**src/rtl/cmpref_pkg.sv**
```systemverilog
// Purpose: Shared constants and types for the comparator and reference
// Assumes: 8-bit register port, 200 MHz clock
// Notes:   Offsets are byte addresses on the register port
package cmpref_pkg;

  typedef struct packed {
    logic [7:0] addr;
    logic [7:0] wdata;
    logic       wr;
    logic       rd;
  } reg_req_t;

  // Register offsets
  localparam logic [7:0] OFS_PORT_A_DATA      = 8'h05;
  localparam logic [7:0] OFS_INTERRUPT_CTRL   = 8'h0B;
  localparam logic [7:0] OFS_PERIPH_FLAGS     = 8'h0C;
  localparam logic [7:0] OFS_COMPARATOR_CTRL  = 8'h19;
  localparam logic [7:0] OFS_PORT_A_DIRECTION = 8'h85;
  localparam logic [7:0] OFS_PERIPH_ENABLES   = 8'h8C;
  localparam logic [7:0] OFS_REFERENCE_CTRL   = 8'h99;

  // Reset values
  localparam logic [7:0] RST_INTERRUPT_CTRL   = 8'h00;
  localparam logic [7:0] RST_PERIPH_FLAGS     = 8'h00;
  localparam logic [4:0] RST_COMPARATOR_CTRL  = 5'h00;
  localparam logic [5:0] RST_PORT_A_DIRECTION = 6'h3F;
  localparam logic [7:0] RST_PERIPH_ENABLES   = 8'h00;
  localparam logic [7:0] RST_REFERENCE_CTRL   = 8'h00;

  // Implemented bits
  localparam logic [7:0] MASK_PERIPH   = 8'hC9;
  localparam logic [7:0] MASK_REF_CTRL = 8'hAF;

  // Field positions
  localparam int GLOBAL_IRQ_BIT   = 7;
  localparam int PERIPH_IRQ_BIT   = 6;
  localparam int CHANGE_FLAG_BIT  = 3;
  localparam int RESULT_BIT       = 6;
  localparam int INVERT_BIT       = 4;
  localparam int SWITCH_BIT       = 3;
  localparam int REF_POWER_BIT    = 7;
  localparam int REF_RANGE_BIT    = 5;
  localparam int OUT_PIN_BIT      = 2;

  // Comparator modes
  localparam logic [2:0] MODE_RESET = 3'h0;
  localparam logic [2:0] MODE_OFF   = 3'h7;
  localparam logic [2:0] MODE_OUT_A = 3'h1;
  localparam logic [2:0] MODE_OUT_B = 3'h3;
  localparam logic [2:0] MODE_OUT_C = 3'h6;

  // Analog masks over the six port pins
  localparam logic [5:0] ANALOG_RESET = 6'h07;
  localparam logic [5:0] ANALOG_ON    = 6'h03;
  localparam logic [5:0] ANALOG_OFF   = 6'h00;

  // Reference level in 96ths of supply
  localparam logic [6:0] REF_HIGH_BASE = 7'h18;

  // Settling time after a mode change
  localparam int CLK_PERIOD_PS = 5000;
  localparam int SETTLE_NS     = 10000;
  localparam int SETTLE_CYCLES =
    (SETTLE_NS * 1000 + CLK_PERIOD_PS - 1) / CLK_PERIOD_PS;

endpackage

```
**src/rtl/input_conditioner.sv**
```systemverilog
// Purpose: Pin synchronisers and settle timer after a mode change
// Assumes: Inputs are asynchronous to clk
// Notes:   Settled drops for SETTLE cycles after each restart pulse
`timescale 1ns/1ps
module input_conditioner #(
  parameter int WIDTH  = 7,
  parameter int SETTLE = 2000
) (
  input  wire logic             clk,
  input  wire logic             nrst,
  input  wire logic [WIDTH-1:0] async_in,
  input  wire logic             restart,
  output logic      [WIDTH-1:0] sync_out,
  output logic                  settled
);

  localparam int CW = $clog2(SETTLE + 1);

  logic [WIDTH-1:0] meta_q;
  logic [CW-1:0]    count_q;

  initial
  begin
    if (WIDTH < 1 || SETTLE < 1)
      $error("input_conditioner: bad parameters");
  end

  always_ff @(posedge clk or negedge nrst)
  begin
    if (!nrst)
    begin
      meta_q   <= '0;
      sync_out <= '0;
    end
    else
    begin
      meta_q   <= async_in;
      sync_out <= meta_q;
    end
  end

  always_ff @(posedge clk or negedge nrst)
  begin
    if (!nrst)
      count_q <= '0;
    else if (restart)
      count_q <= CW'(SETTLE);
    else if (count_q != '0)
      count_q <= count_q - CW'(1);
  end

  always_ff @(posedge clk or negedge nrst)
  begin
    if (!nrst)
      settled <= 1'b1;
    else
      settled <= !restart && (count_q <= CW'(1));
  end

endmodule

```
**src/rtl/comparator_vref_control.sv**
```systemverilog
// Purpose: Register file and control for one comparator and its reference
// Assumes: Comparator result and port pins arrive asynchronously
// Notes:   Reference level is reported in 96ths of the supply
`timescale 1ns/1ps
module comparator_vref_control (
  input  wire logic                  clk,
  input  wire logic                  nrst,
  input  wire cmpref_pkg::reg_req_t  req,
  output logic [7:0]                 rdata,
  input  wire logic                  compare_raw,
  input  wire logic [5:0]            port_a_pins,
  input  wire logic                  sleep_active,
  output logic                       compare_output_pin_o,
  output logic                       compare_output_pin_oe_n,
  output logic                       comparator_enable,
  output logic [2:0]                 comparator_mode_code,
  output logic                       input_switch,
  output logic                       reference_power_on,
  output logic                       reference_range_select,
  output logic [3:0]                 reference_step_value,
  output logic [6:0]                 internal_reference_level,
  output logic                       result_valid,
  output logic                       irq,
  output logic                       wake
);
  import cmpref_pkg::*;

  logic [7:0] interrupt_control_q;
  logic [7:0] peripheral_flags_q;
  logic [4:0] comparator_control_q;
  logic [5:0] port_a_direction_q;
  logic [7:0] peripheral_enables_q;
  logic [7:0] reference_control_q;
  logic       latched_result_q;
  logic       compare_change_flag_d;
  logic [7:0] rdata_d;

  logic [6:0] sync_vec;
  logic       settled;
  logic       raw_sync;
  logic [5:0] pins_sync;

  // Register decode
  wire hit_intc = req.addr == OFS_INTERRUPT_CTRL;
  wire hit_flag = req.addr == OFS_PERIPH_FLAGS;
  wire hit_cmp  = req.addr == OFS_COMPARATOR_CTRL;
  wire hit_dir  = req.addr == OFS_PORT_A_DIRECTION;
  wire hit_pie  = req.addr == OFS_PERIPH_ENABLES;
  wire hit_ref  = req.addr == OFS_REFERENCE_CTRL;
  wire hit_port = req.addr == OFS_PORT_A_DATA;

  wire wr_intc = req.wr && hit_intc;
  wire wr_flag = req.wr && hit_flag;
  wire wr_cmp  = req.wr && hit_cmp;
  wire wr_dir  = req.wr && hit_dir;
  wire wr_pie  = req.wr && hit_pie;
  wire wr_ref  = req.wr && hit_ref;
  wire cmp_access = (req.wr || req.rd) && hit_cmp;

  // Mode decode
  wire [2:0] mode     = comparator_control_q[2:0];
  wire       invert   = comparator_control_q[INVERT_BIT];
  wire       mode_on  = mode != MODE_RESET && mode != MODE_OFF;
  wire       out_mode = mode == MODE_OUT_A || mode == MODE_OUT_B ||
                        mode == MODE_OUT_C;
  wire [5:0] analog_mask = (mode == MODE_RESET) ? ANALOG_RESET :
                           (mode == MODE_OFF)   ? ANALOG_OFF   :
                                                  ANALOG_ON;
  wire mode_change = wr_cmp && req.wdata[2:0] != mode;

  // Reported result: synchronised raw compare, optionally inverted
  wire result_live = mode_on && (raw_sync ^ invert);
  wire mismatch    = result_live != latched_result_q;

  // Interrupt qualifiers
  wire cmp_flag  = peripheral_flags_q[CHANGE_FLAG_BIT];
  wire cmp_en    = peripheral_enables_q[CHANGE_FLAG_BIT];
  wire periph_en = interrupt_control_q[PERIPH_IRQ_BIT];
  wire global_en = interrupt_control_q[GLOBAL_IRQ_BIT];

  // Reference ladder in 96ths of supply
  wire [3:0] step  = reference_control_q[3:0];
  wire [6:0] low_l  = {1'b0, step, 2'b00};
  wire [6:0] high_l = REF_HIGH_BASE + {2'b00, step, 1'b0} +
                      {3'b000, step};
  wire [6:0] level_d = !reference_control_q[REF_POWER_BIT] ? 7'h00 :
                       reference_control_q[REF_RANGE_BIT] ? low_l :
                                                            high_l;

  assign raw_sync  = sync_vec[6];
  assign pins_sync = sync_vec[5:0];

  input_conditioner #(
    .WIDTH  (7),
    .SETTLE (SETTLE_CYCLES)
  ) u_cond (
    .clk      (clk),
    .nrst     (nrst),
    .async_in ({compare_raw, port_a_pins}),
    .restart  (mode_change),
    .sync_out (sync_vec),
    .settled  (settled)
  );

  // Flag: hardware set wins over a software clear
  assign compare_change_flag_d =
    (mismatch && !cmp_access) ||
    (wr_flag ? req.wdata[CHANGE_FLAG_BIT] : cmp_flag);

  // Read mux
  always_comb
  begin
    rdata_d = 8'h00;
    if (req.rd)
    begin
      if (hit_intc)
        rdata_d = interrupt_control_q;
      else if (hit_flag)
        rdata_d = peripheral_flags_q;
      else if (hit_cmp)
        rdata_d = {1'b0, result_live, 1'b0, comparator_control_q};
      else if (hit_dir)
        rdata_d = {2'b00, port_a_direction_q};
      else if (hit_pie)
        rdata_d = peripheral_enables_q;
      else if (hit_ref)
        rdata_d = reference_control_q;
      else if (hit_port)
        rdata_d = {2'b00, pins_sync & ~analog_mask};
    end
  end

  // Control registers; sleep and wake never touch them
  always_ff @(posedge clk or negedge nrst)
  begin
    if (!nrst)
    begin
      interrupt_control_q  <= RST_INTERRUPT_CTRL;
      comparator_control_q <= RST_COMPARATOR_CTRL;
      port_a_direction_q   <= RST_PORT_A_DIRECTION;
      peripheral_enables_q <= RST_PERIPH_ENABLES;
      reference_control_q  <= RST_REFERENCE_CTRL;
    end
    else
    begin
      if (wr_intc)
        interrupt_control_q <= req.wdata;
      if (wr_cmp)
        comparator_control_q <= req.wdata[4:0];
      if (wr_dir)
        port_a_direction_q <= req.wdata[5:0];
      if (wr_pie)
        peripheral_enables_q <= req.wdata & MASK_PERIPH;
      if (wr_ref)
        reference_control_q <= req.wdata & MASK_REF_CTRL;
    end
  end

  always_ff @(posedge clk or negedge nrst)
  begin
    if (!nrst)
    begin
      peripheral_flags_q <= RST_PERIPH_FLAGS;
      latched_result_q   <= 1'b0;
    end
    else
    begin
      if (wr_flag)
        peripheral_flags_q <= req.wdata & MASK_PERIPH;
      peripheral_flags_q[CHANGE_FLAG_BIT] <= compare_change_flag_d;
      if (cmp_access)
        latched_result_q <= result_live;
    end
  end

  // Registered outputs
  always_ff @(posedge clk or negedge nrst)
  begin
    if (!nrst)
    begin
      rdata                    <= 8'h00;
      compare_output_pin_oe_n  <= 1'b1;
      comparator_enable        <= 1'b0;
      comparator_mode_code     <= MODE_RESET;
      input_switch             <= 1'b0;
      reference_power_on       <= 1'b0;
      reference_range_select   <= 1'b0;
      reference_step_value     <= 4'h0;
      internal_reference_level <= 7'h00;
      result_valid             <= 1'b0;
      irq                      <= 1'b0;
      wake                     <= 1'b0;
    end
    else
    begin
      rdata                    <= rdata_d;
      compare_output_pin_oe_n  <=
        !(out_mode && !port_a_direction_q[OUT_PIN_BIT]);
      comparator_enable        <= mode_on;
      comparator_mode_code     <= mode;
      input_switch             <= comparator_control_q[SWITCH_BIT];
      reference_power_on       <=
        reference_control_q[REF_POWER_BIT];
      reference_range_select   <= reference_control_q[REF_RANGE_BIT];
      reference_step_value     <= step;
      internal_reference_level <= level_d;
      result_valid             <= mode_on && settled;
      irq    <= cmp_flag && cmp_en && periph_en && global_en;
      wake   <= sleep_active && mode_on && cmp_flag && cmp_en;
    end
  end

  // Pin path bypasses the clock on purpose
  assign compare_output_pin_o = out_mode && (compare_raw ^ invert);

  a_result_read: assert property (
    @(posedge clk) disable iff (!nrst)
    req.rd && hit_cmp |=> rdata[RESULT_BIT] == $past(result_live) &&
      rdata[4:0] == $past(comparator_control_q))
    else $error("comparator read data wrong");

  a_port_analog_zero: assert property (
    @(posedge clk) disable iff (!nrst)
    req.rd && hit_port |=> (rdata[5:0] & $past(analog_mask)) == 6'h00)
    else $error("analog pin read nonzero");

  a_ref_low_range: assert property (
    @(posedge clk) disable iff (!nrst)
    reference_control_q[REF_POWER_BIT] && reference_control_q[REF_RANGE_BIT]
    |=> internal_reference_level == 7'($past(step) * 4))
    else $error("low range level wrong");

  a_ref_high_range: assert property (
    @(posedge clk) disable iff (!nrst)
    reference_control_q[REF_POWER_BIT] && !reference_control_q[REF_RANGE_BIT]
    |=> internal_reference_level == 7'(24 + $past(step) * 3))
    else $error("high range level wrong");

  a_flag_on_change: assert property (
    @(posedge clk) disable iff (!nrst)
    mismatch && !cmp_access |=> cmp_flag)
    else $error("change did not set flag");

  a_flag_sw_write: assert property (
    @(posedge clk) disable iff (!nrst)
    wr_flag && !mismatch |=> cmp_flag == $past(req.wdata[CHANGE_FLAG_BIT]))
    else $error("flag write not honoured");

  a_latch_refresh: assert property (
    @(posedge clk) disable iff (!nrst)
    cmp_access |=> !mismatch || $changed(result_live))
    else $error("access did not end mismatch");

  a_irq_gating: assert property (
    @(posedge clk) disable iff (!nrst)
    irq |-> $past(cmp_flag && cmp_en && periph_en && global_en))
    else $error("interrupt without all enables");

  a_oe_follows_dir: assert property (
    @(posedge clk) disable iff (!nrst)
    out_mode && $stable(out_mode) && $stable(port_a_direction_q)
    |-> compare_output_pin_oe_n == port_a_direction_q[OUT_PIN_BIT])
    else $error("pin enable not from direction bit");

  a_mode_off: assert property (
    @(posedge clk) disable iff (!nrst)
    mode == MODE_OFF |=> !comparator_enable ##1 !result_valid)
    else $error("off mode left comparator on");

  a_settle_hold: assert property (
    @(posedge clk) disable iff (!nrst)
    mode_change |=> ##1 !result_valid [*8])
    else $error("result valid during settling");

  a_wake_sleep: assert property (
    @(posedge clk) disable iff (!nrst)
    sleep_active && mode_on && cmp_flag && cmp_en |=> wake)
    else $error("no wake from comparator");

endmodule

```
**config.mk**
```make
export PLATFORM = sky130hd
export DESIGN_NAME = comparator_vref_control
export DESIGN_NICKNAME = d
export VERILOG_FILES = /design/src/rtl/cmpref_pkg.sv /design/src/rtl/input_conditioner.sv /design/src/rtl/comparator_vref_control.sv
export SDC_FILE = /design/constraint.sdc
export NUM_CORES = 1
export LEC_CHECK = 0
export BUFFER_PORTS_ARGS = -buffer_cell sky130_fd_sc_hd__buf_2
export CAP_MARGIN = 20
export CORE_MARGIN = 5
export CORE_UTILIZATION = 61
export CTS_CLUSTER_DIAMETER = 200
export DETAILED_ROUTE_END_ITERATION = 7
export GPL_TIMING_DRIVEN = 0
export PLACE_DENSITY_LB_ADDON = 0.12
export SYNTH_ARGS = -nofsm -noshare
export SYNTH_HDL_FRONTEND = slang
export SYNTH_HIERARCHICAL = 1
export SYNTH_SLANG_ARGS = --single-unit
```
**constraint.sdc**
```tcl
create_clock -name clk -period 4.14 [get_ports clk]
set_clock_uncertainty 0.2 [all_clocks]
set_input_delay 0.621 -clock clk [delete_from_list [all_inputs] [get_ports clk]]
set_output_delay 0.621 -clock clk [all_outputs]
set_load 0.02 [all_outputs]
```
==> flow_metrics.env, run 1 <==
export IMPL_grt_overflow=0
export IMPL_place_gp_congestion=0.8027
export IMPL_grt_max_degree=47
export IMPL_port_buffers=57
export IMPL_ys_seq_area_frac=0.5666
export IMPL_clock_latency_ns=0.36
export IMPL_synth_edf_count=0
export IMPL_finalHoldViolations=0
export IMPL_nNetsFinal=420
export IMPL_cts_resized=0
export IMPL_syn_to_final_growth_pct=15.64
export IMPL_outcome="finished clean"
export IMPL_synthCells=314
export IMPL_cts_setup_buffers=0
export IMPL_core_um2=6350
export IMPL_final_cell_mix="dfrtp_1 (82), buf_2 (57), mux2_2 (23)"
export IMPL_fin_crit_sh=0.6789
export IMPL_power_density_nw_per_um2=430.1
export IMPL_clock_path_buffers=2
export IMPL_startpoint_type="input port"
export IMPL_synth_area_um2=3993
export IMPL_num_antenna_cells=0
export IMPL_finalMaxSlewViolations=0
export IMPL_cpPeakStageDelay_ns=0.47
export IMPL_yosysWarnings=6
export IMPL_min_period_ns=2.811
export IMPL_die_h_um=90.90
export IMPL_p_leak_nw=2.261
export IMPL_cts_tree="yes"
export IMPL_hp_class="input port to asynchronous set/reset pin"
export IMPL_cts_root_buf="clkbuf_8"
export IMPL_h_tree_depth=3
export IMPL_initial_core_util=0.6288
export IMPL_grt_setup_unrepaired="no"
export IMPL_crit_arrival_ns=2.89
export IMPL_dr_pass1_iters=4
export IMPL_cts_hold_buffers=0
export IMPL_finalSetupViolCount=0
export IMPL_drt_iter0_markers=171
export IMPL_path_cells="buf_2, and4bb_1, and4b_1, buf_6, nand2_1, a31oi_1, clkbuf_1, inv_1, a2bb2oi_1"
export IMPL_use_met2=0.3008
export IMPL_power_total_mw=1.986
export IMPL_drv_cap=0
export IMPL_drive_above_1_share=0.3325
export IMPL_yosys_most_used_dff="dfrtp_1"
export IMPL_remaining_drc_errors=0
export IMPL_grt_pass1_vias=2597
export IMPL_antenna_found_initial=0
export IMPL_cts_buffers=9
export IMPL_drt_vias_per_instance=5.720
export IMPL_design_die_area_um2=8263
export IMPL_ys_seq_elements=90
export IMPL_syn_nets=351
export IMPL_wl_per_cell_um=17.38
export IMPL_clock_sinks=90
export IMPL_busiest_layer="met2"
export IMPL_use_met1=0.2913
export IMPL_grtUsageTotal=0.2056
export IMPL_syn_avg_cell_area_um2=12.72
export IMPL_async_flop_share=1.000
export IMPL_critPathKind="input port to flip-flop"
export IMPL_met3_usage=0.05667
export IMPL_critPathCaptureType="flip-flop"
export IMPL_final_common_cell="dfrtp_1"
export IMPL_slowest_stage="a31oi_1"
export IMPL_placementRows=29
export IMPL_die_width_um=90.90
export IMPL_ir_worst_vdd_v=0.0003582
export IMPL_final_area_um2=4617
export IMPL_dpl_hpwl_um=5755
export IMPL_place_area_um2=4397
export IMPL_crit_fanout=10
export IMPL_cp_required_ns=4.22
export IMPL_worstMarginPinSlew_ns=0.9665
export IMPL_vias=2660
export IMPL_ant_nets=0
export IMPL_setup_tns_ns=0
export IMPL_io_pins=59
export IMPL_yosysUniqueCellTypes=64
export IMPL_fmax_ghz=0.3558
export IMPL_slew_limit_headroom=0.3466
export IMPL_grt_pass1_wl_um=13400
export IMPL_clk_pin_slew_ns=0.09
export IMPL_drt_total_wl_um=8080
==> metrics by stage <==
step / instances / hold slack [ns] / setup WS (ns) / util
final: 465 / 0.04821 / 1.329 / 0.7271
after global routing: 465 / 0.07663 / 1.186 / 0.7271
after CTS: 465 / 0.05545 / 1.374 / 0.7271
after detailed placement: 449 / 0.1347 / 1.000 / 0.6924
after global placement: 448 / 0.1324 / 0.9938 / 0.6889
after floorplan: 314 / 0.1254 / 1.571 / -
==> layer usage <==
| layer | part of all wire | up-vias |
|---|---|---|
| met5 | 0 | - |
| met4 | 0.017 | 0 |
| li1 | - | 1274 |
| met2 | 0.46 | 96 |
| met3 | 0.074 | 12 |
| met1 | 0.45 | 1278 |
==> power by group <==
group	switching, mW	internal, mW
logic	0.177	0.132
clock network	0.297	0.357
registers	0.0700	0.953
==> worst max-delay path, delay by kind of cell <==
family                 cells  cell delay, ns
AO/OA/AOI/OAI              2            0.67
AND/OR/NAND/NOR            3            0.75
buffers and inverters      4            0.85
==> cells by family (layout without fill, tap and decap cells) <==
group,Yosys count,count (layout),share of synthesized area
DFF,90,90,0.5666
and+or+nand+nor,82,82,0.1282
AOI/OAI and AO/OA,57,57,0.1015
muxes,40,40,0.1185
buffers and inverters,28,102,0.03572
adders and majority gates,9,9,0.03196
xor gates and xnor gates,8,8,0.01755
==> area by class of cell <==
class,count,area [um^2]
repair buffers,58,307.8
fillers,419,1733
inverters,18,67.56
multi-input cells,196,1588
plain buffers,10,75.07
clock inverters,4,75.07
well taps,77,96.34
flip-flops and latches,90,2262
clock buffers,12,145.1
==> path summary, 6_finish.rpt <==
path                                    from                     endpoint  slack, ns  cells past startpoint
min reg2reg                 u_cond/meta_q[0]           u_cond/sync_out[0]       0.15                      0
max reg2reg                u_cond/count_q[0]            u_cond/count_q[1]       1.77                      6
max in group asynchronous               nrst      compare_output_pin_oe_n       2.99                      2
min                                     nrst  internal_reference_level[5]       0.05                      1
min in group clk            u_cond/meta_q[0]           u_cond/sync_out[0]       0.15                      0
max                                  req[11]           u_cond/count_q[10]       1.33                      9
==> registers in the layout, summed over array words and instances (netlist names), 3 cells and up <==
name / cells
reference_control_q: 6
reference_step_value: 4
u_cond/sync_out: 7
internal_reference_level: 7
u_cond/meta_q: 7
u_cond/count_q: 11
interrupt_control_q: 8
comparator_control_q: 5
rdata: 8
peripheral_flags_q: 4
comparator_mode_code: 3
peripheral_enables_q: 4
port_a_direction_q: 6
==> Yosys cell counts (2+ instances only) <==
cell type / count / area, um^2
dfrtp_1: 82 / 2052
mux2_2: 23 / 259.0
inv_1: 18 / 67.56
nor2_1: 18 / 67.56
a21oi_1: 14 / 70.07
nand2_1: 13 / 48.80
dfstp_2: 8 / 210.2
mux2_4: 8 / 120.1
and2_1: 7 / 43.79
ha_1: 7 / 87.58
a22oi_1: 6 / 45.04
mux2i_1: 6 / 60.06
o21ai_0: 5 / 25.02
xnor2_1: 5 / 43.79
clkbuf_1: 4 / 15.01
nand3_1: 4 / 20.02
nor3_1: 4 / 20.02
o311ai_0: 4 / 35.03
or3_1: 4 / 25.02
a221oi_1: 3 / 26.28
a31oi_1: 3 / 18.77
buf_6: 3 / 33.78
mux2_1: 3 / 33.78
nor2b_1: 3 / 18.77
o211ai_1: 3 / 22.52
xor2_1: 3 / 26.28
a21o_1: 2 / 15.01
a221o_1: 2 / 20.02
and4_1: 2 / 17.52
fa_1: 2 / 40.04
nand2b_1: 2 / 12.51
nand4_1: 2 / 12.51
nand4bb_1: 2 / 22.52
nor2_2: 2 / 12.51
nor4_1: 2 / 12.51
o2111ai_1: 2 / 17.52
o21a_1: 2 / 15.01
o22ai_1: 2 / 12.51
or2_2: 2 / 12.51
or4_4: 2 / 22.52
or4b_1: 2 / 20.02
Note: power is estimated with default switching activity, not from simulation.
==> inputs of run 2 (changes only) <==
CORE_UTILIZATION = 51   (was 61)
clock period = 2.4 ns   (was 4.14 ns; I/O delays follow)
==> flow_metrics.env, run 2 (synthesis results as in run 1) <==
export IMPL_slowest_stage="or4b_1"
export IMPL_vias=2701
export IMPL_place_gp_congestion=0.8070
export IMPL_worstMarginPinSlew_ns=0.9471
export IMPL_power_total_mw=3.445
export IMPL_placementRows=32
export IMPL_drt_total_wl_um=8300
export IMPL_wl_per_cell_um=16.57
export IMPL_num_antenna_cells=0
export IMPL_port_buffers=57
export IMPL_final_common_cell="dfrtp_1"
export IMPL_dp_cells=475
export IMPL_fin_crit_sh=0.9466
export IMPL_fmax_ghz=0.4402
export IMPL_stdcell_count=501
export IMPL_ant_nets=0
export IMPL_power_density_nw_per_um2=720.1
export IMPL_drive_above_1_share=0.3434
export IMPL_cpPeakStageDelay_ns=0.53
export IMPL_rr_worst_depth=6
export IMPL_fin_ws_ns=0.1283
export IMPL_grt_setup_unrepaired="no"
export IMPL_initial_core_util=0.5194
export IMPL_clock_sinks=90
export IMPL_r2r_end="u_cond/count_q[1]"
export IMPL_die_h_um=98.48
export IMPL_clock_path_buffers=2
export IMPL_use_met1=0.2728
export IMPL_grt_pass1_vias=2702
export IMPL_drv_cap=0
export IMPL_fillers=666
export IMPL_crit_arrival_ns=2.31
export IMPL_busiest_layer="met1"
export IMPL_top_register="u_cond/count_q"
export IMPL_dr_pass1_iters=4
export IMPL_io_pins=59
export IMPL_nNetsFinal=431
export IMPL_finish_utilization=0.6224
export IMPL_crit_end="u_cond/count_q[1]"
export IMPL_clock_latency_ns=0.35
export IMPL_critPathKind="flip-flop to flip-flop"
export IMPL_finalHoldViolations=0
export IMPL_design_die_area_um2=9698
export IMPL_remaining_drc_errors=0
export IMPL_startpoint_type="flip-flop"
export IMPL_cp_startpoint="u_cond/count_q[0]"
export IMPL_top_regs="u_cond/count_q x11, interrupt_control_q x8, rdata x8"
export IMPL_cts_tree="yes"
export IMPL_p_leak_nw=2.328
export IMPL_die_width_um=98.48
export IMPL_syn_to_final_growth_pct=19.84
export IMPL_grt_overflow=0
export IMPL_antenna_found_initial=0
export IMPL_grt_max_degree=66
export IMPL_cp_required_ns=2.44
export IMPL_grt_pass1_wl_um=14150
export IMPL_final_cell_mix="dfrtp_1 (82), buf_2 (58), mux2_2 (23)"
export IMPL_drt_vias_per_instance=5.391
export IMPL_rr_startpoint="u_cond/count_q[0]"
export IMPL_use_met2=0.2699
export IMPL_h_tree_depth=3
export IMPL_largest_reg_flops=11
export IMPL_pre_cts_slack_ns=-0.5104
export IMPL_hp_class="input port to flip-flop"
export IMPL_critPathCaptureType="flip-flop"
export IMPL_ir_worst_vdd_v=0.0003663
export IMPL_reg2reg_setup_slack_ns=0.13
export IMPL_cts_buffers=9
export IMPL_crit_fanout=10
export IMPL_finalMaxSlewViolations=0
export IMPL_drt_iter0_markers=133
export IMPL_path_cells="inv_1, ha_1, buf_2, or4b_1, nor3_2, mux2_2"
export IMPL_finalSetupViolCount=0
export IMPL_core_um2=7687
export IMPL_clk_pin_slew_ns=0.09
export IMPL_slew_limit_headroom=0.3628
export IMPL_met3_usage=0.04176
export IMPL_dpl_hpwl_um=5910
export IMPL_outcome="finished clean"
export IMPL_cts_root_buf="clkbuf_8"
export IMPL_grtUsageTotal=0.1848
export IMPL_min_period_ns=2.272
export IMPL_holdWs_ns=0.04532
run 2: cell count changes in the layout (fill, tap and decap cells not counted), sizes merged:
cell         delta
clkinv          +3
dlygate4sd3     +8
clkbuf          -2
buf             +3
clkinvlp        -1
run 2: final cells by class:
cell class	instances	area, um^2	area share
Buffer	10	76.32	0.01595
Clock buffer	10	137.6	0.02877
Clock inverter	6	90.09	0.01883
Inverter	18	67.56	0.01412
Multi-Input combinational cell	196	1608	0.3360
Sequential cell	90	2262	0.4728
Tap cell	102	127.6	0.02667
Timing Repair Buffer	69	415.4	0.08682
run 2: worst min-delay path by stage:
stage | slack [ns] | from | end | cells after the start
floorplan | -0.14 | nrst | comparator_control_q[0] | 0
global placement | 0.13 | u_cond/meta_q[5] | u_cond/sync_out[5] | 0
detailed placement | 0.1 | nrst | internal_reference_level[2] | 1
CTS | 0.04 | req[8] | peripheral_flags_q[6] | 2
global route | 0.05 | req[8] | peripheral_flags_q[6] | 2
finish | 0.05 | req[8] | peripheral_flags_q[6] | 2
run 2: worst max-delay path: cells and delay by family, from the launching register on:
family,cells,cell delay [ns]
adders and majority gates,1,0.15
buffers and inverters,2,0.30
DFF,1,0.44
muxes,1,0.35
and+or+nand+nor,2,0.73
run 2: per-layer routing:
metal	vias to the layer above	share of wire
met3	11	0.047
met1	1327	0.47
li1	1294	-
met2	69	0.46
met5	-	0
met4	0	0.014
run 2: timing repair:
action	4_1_cts	5_1_grt
gates resized for setup	2	2
pin swaps	0	0
setup buffers	0	2
endpoints found under the hold margin	32	0
endpoints found under the setup margin	6	3
hold buffers	8	0
run 2: where the power goes:
part / internal, mW / switching, mW / total [mW]
Combinational: 0.238 / 0.302 / 0.540
Sequential: 1.64 / 0.116 / 1.76
Clock: 0.616 / 0.531 / 1.15
run 2: per-stage QoR:
stage | instance area, um^2 | TNS [ns]
after floorplan | 3993 | 0
after global placement | 4405 | -4.406
after detailed placement | 4441 | -4.344
after CTS | 4756 | 0
after global routing | 4785 | 0
final | 4785 | 0
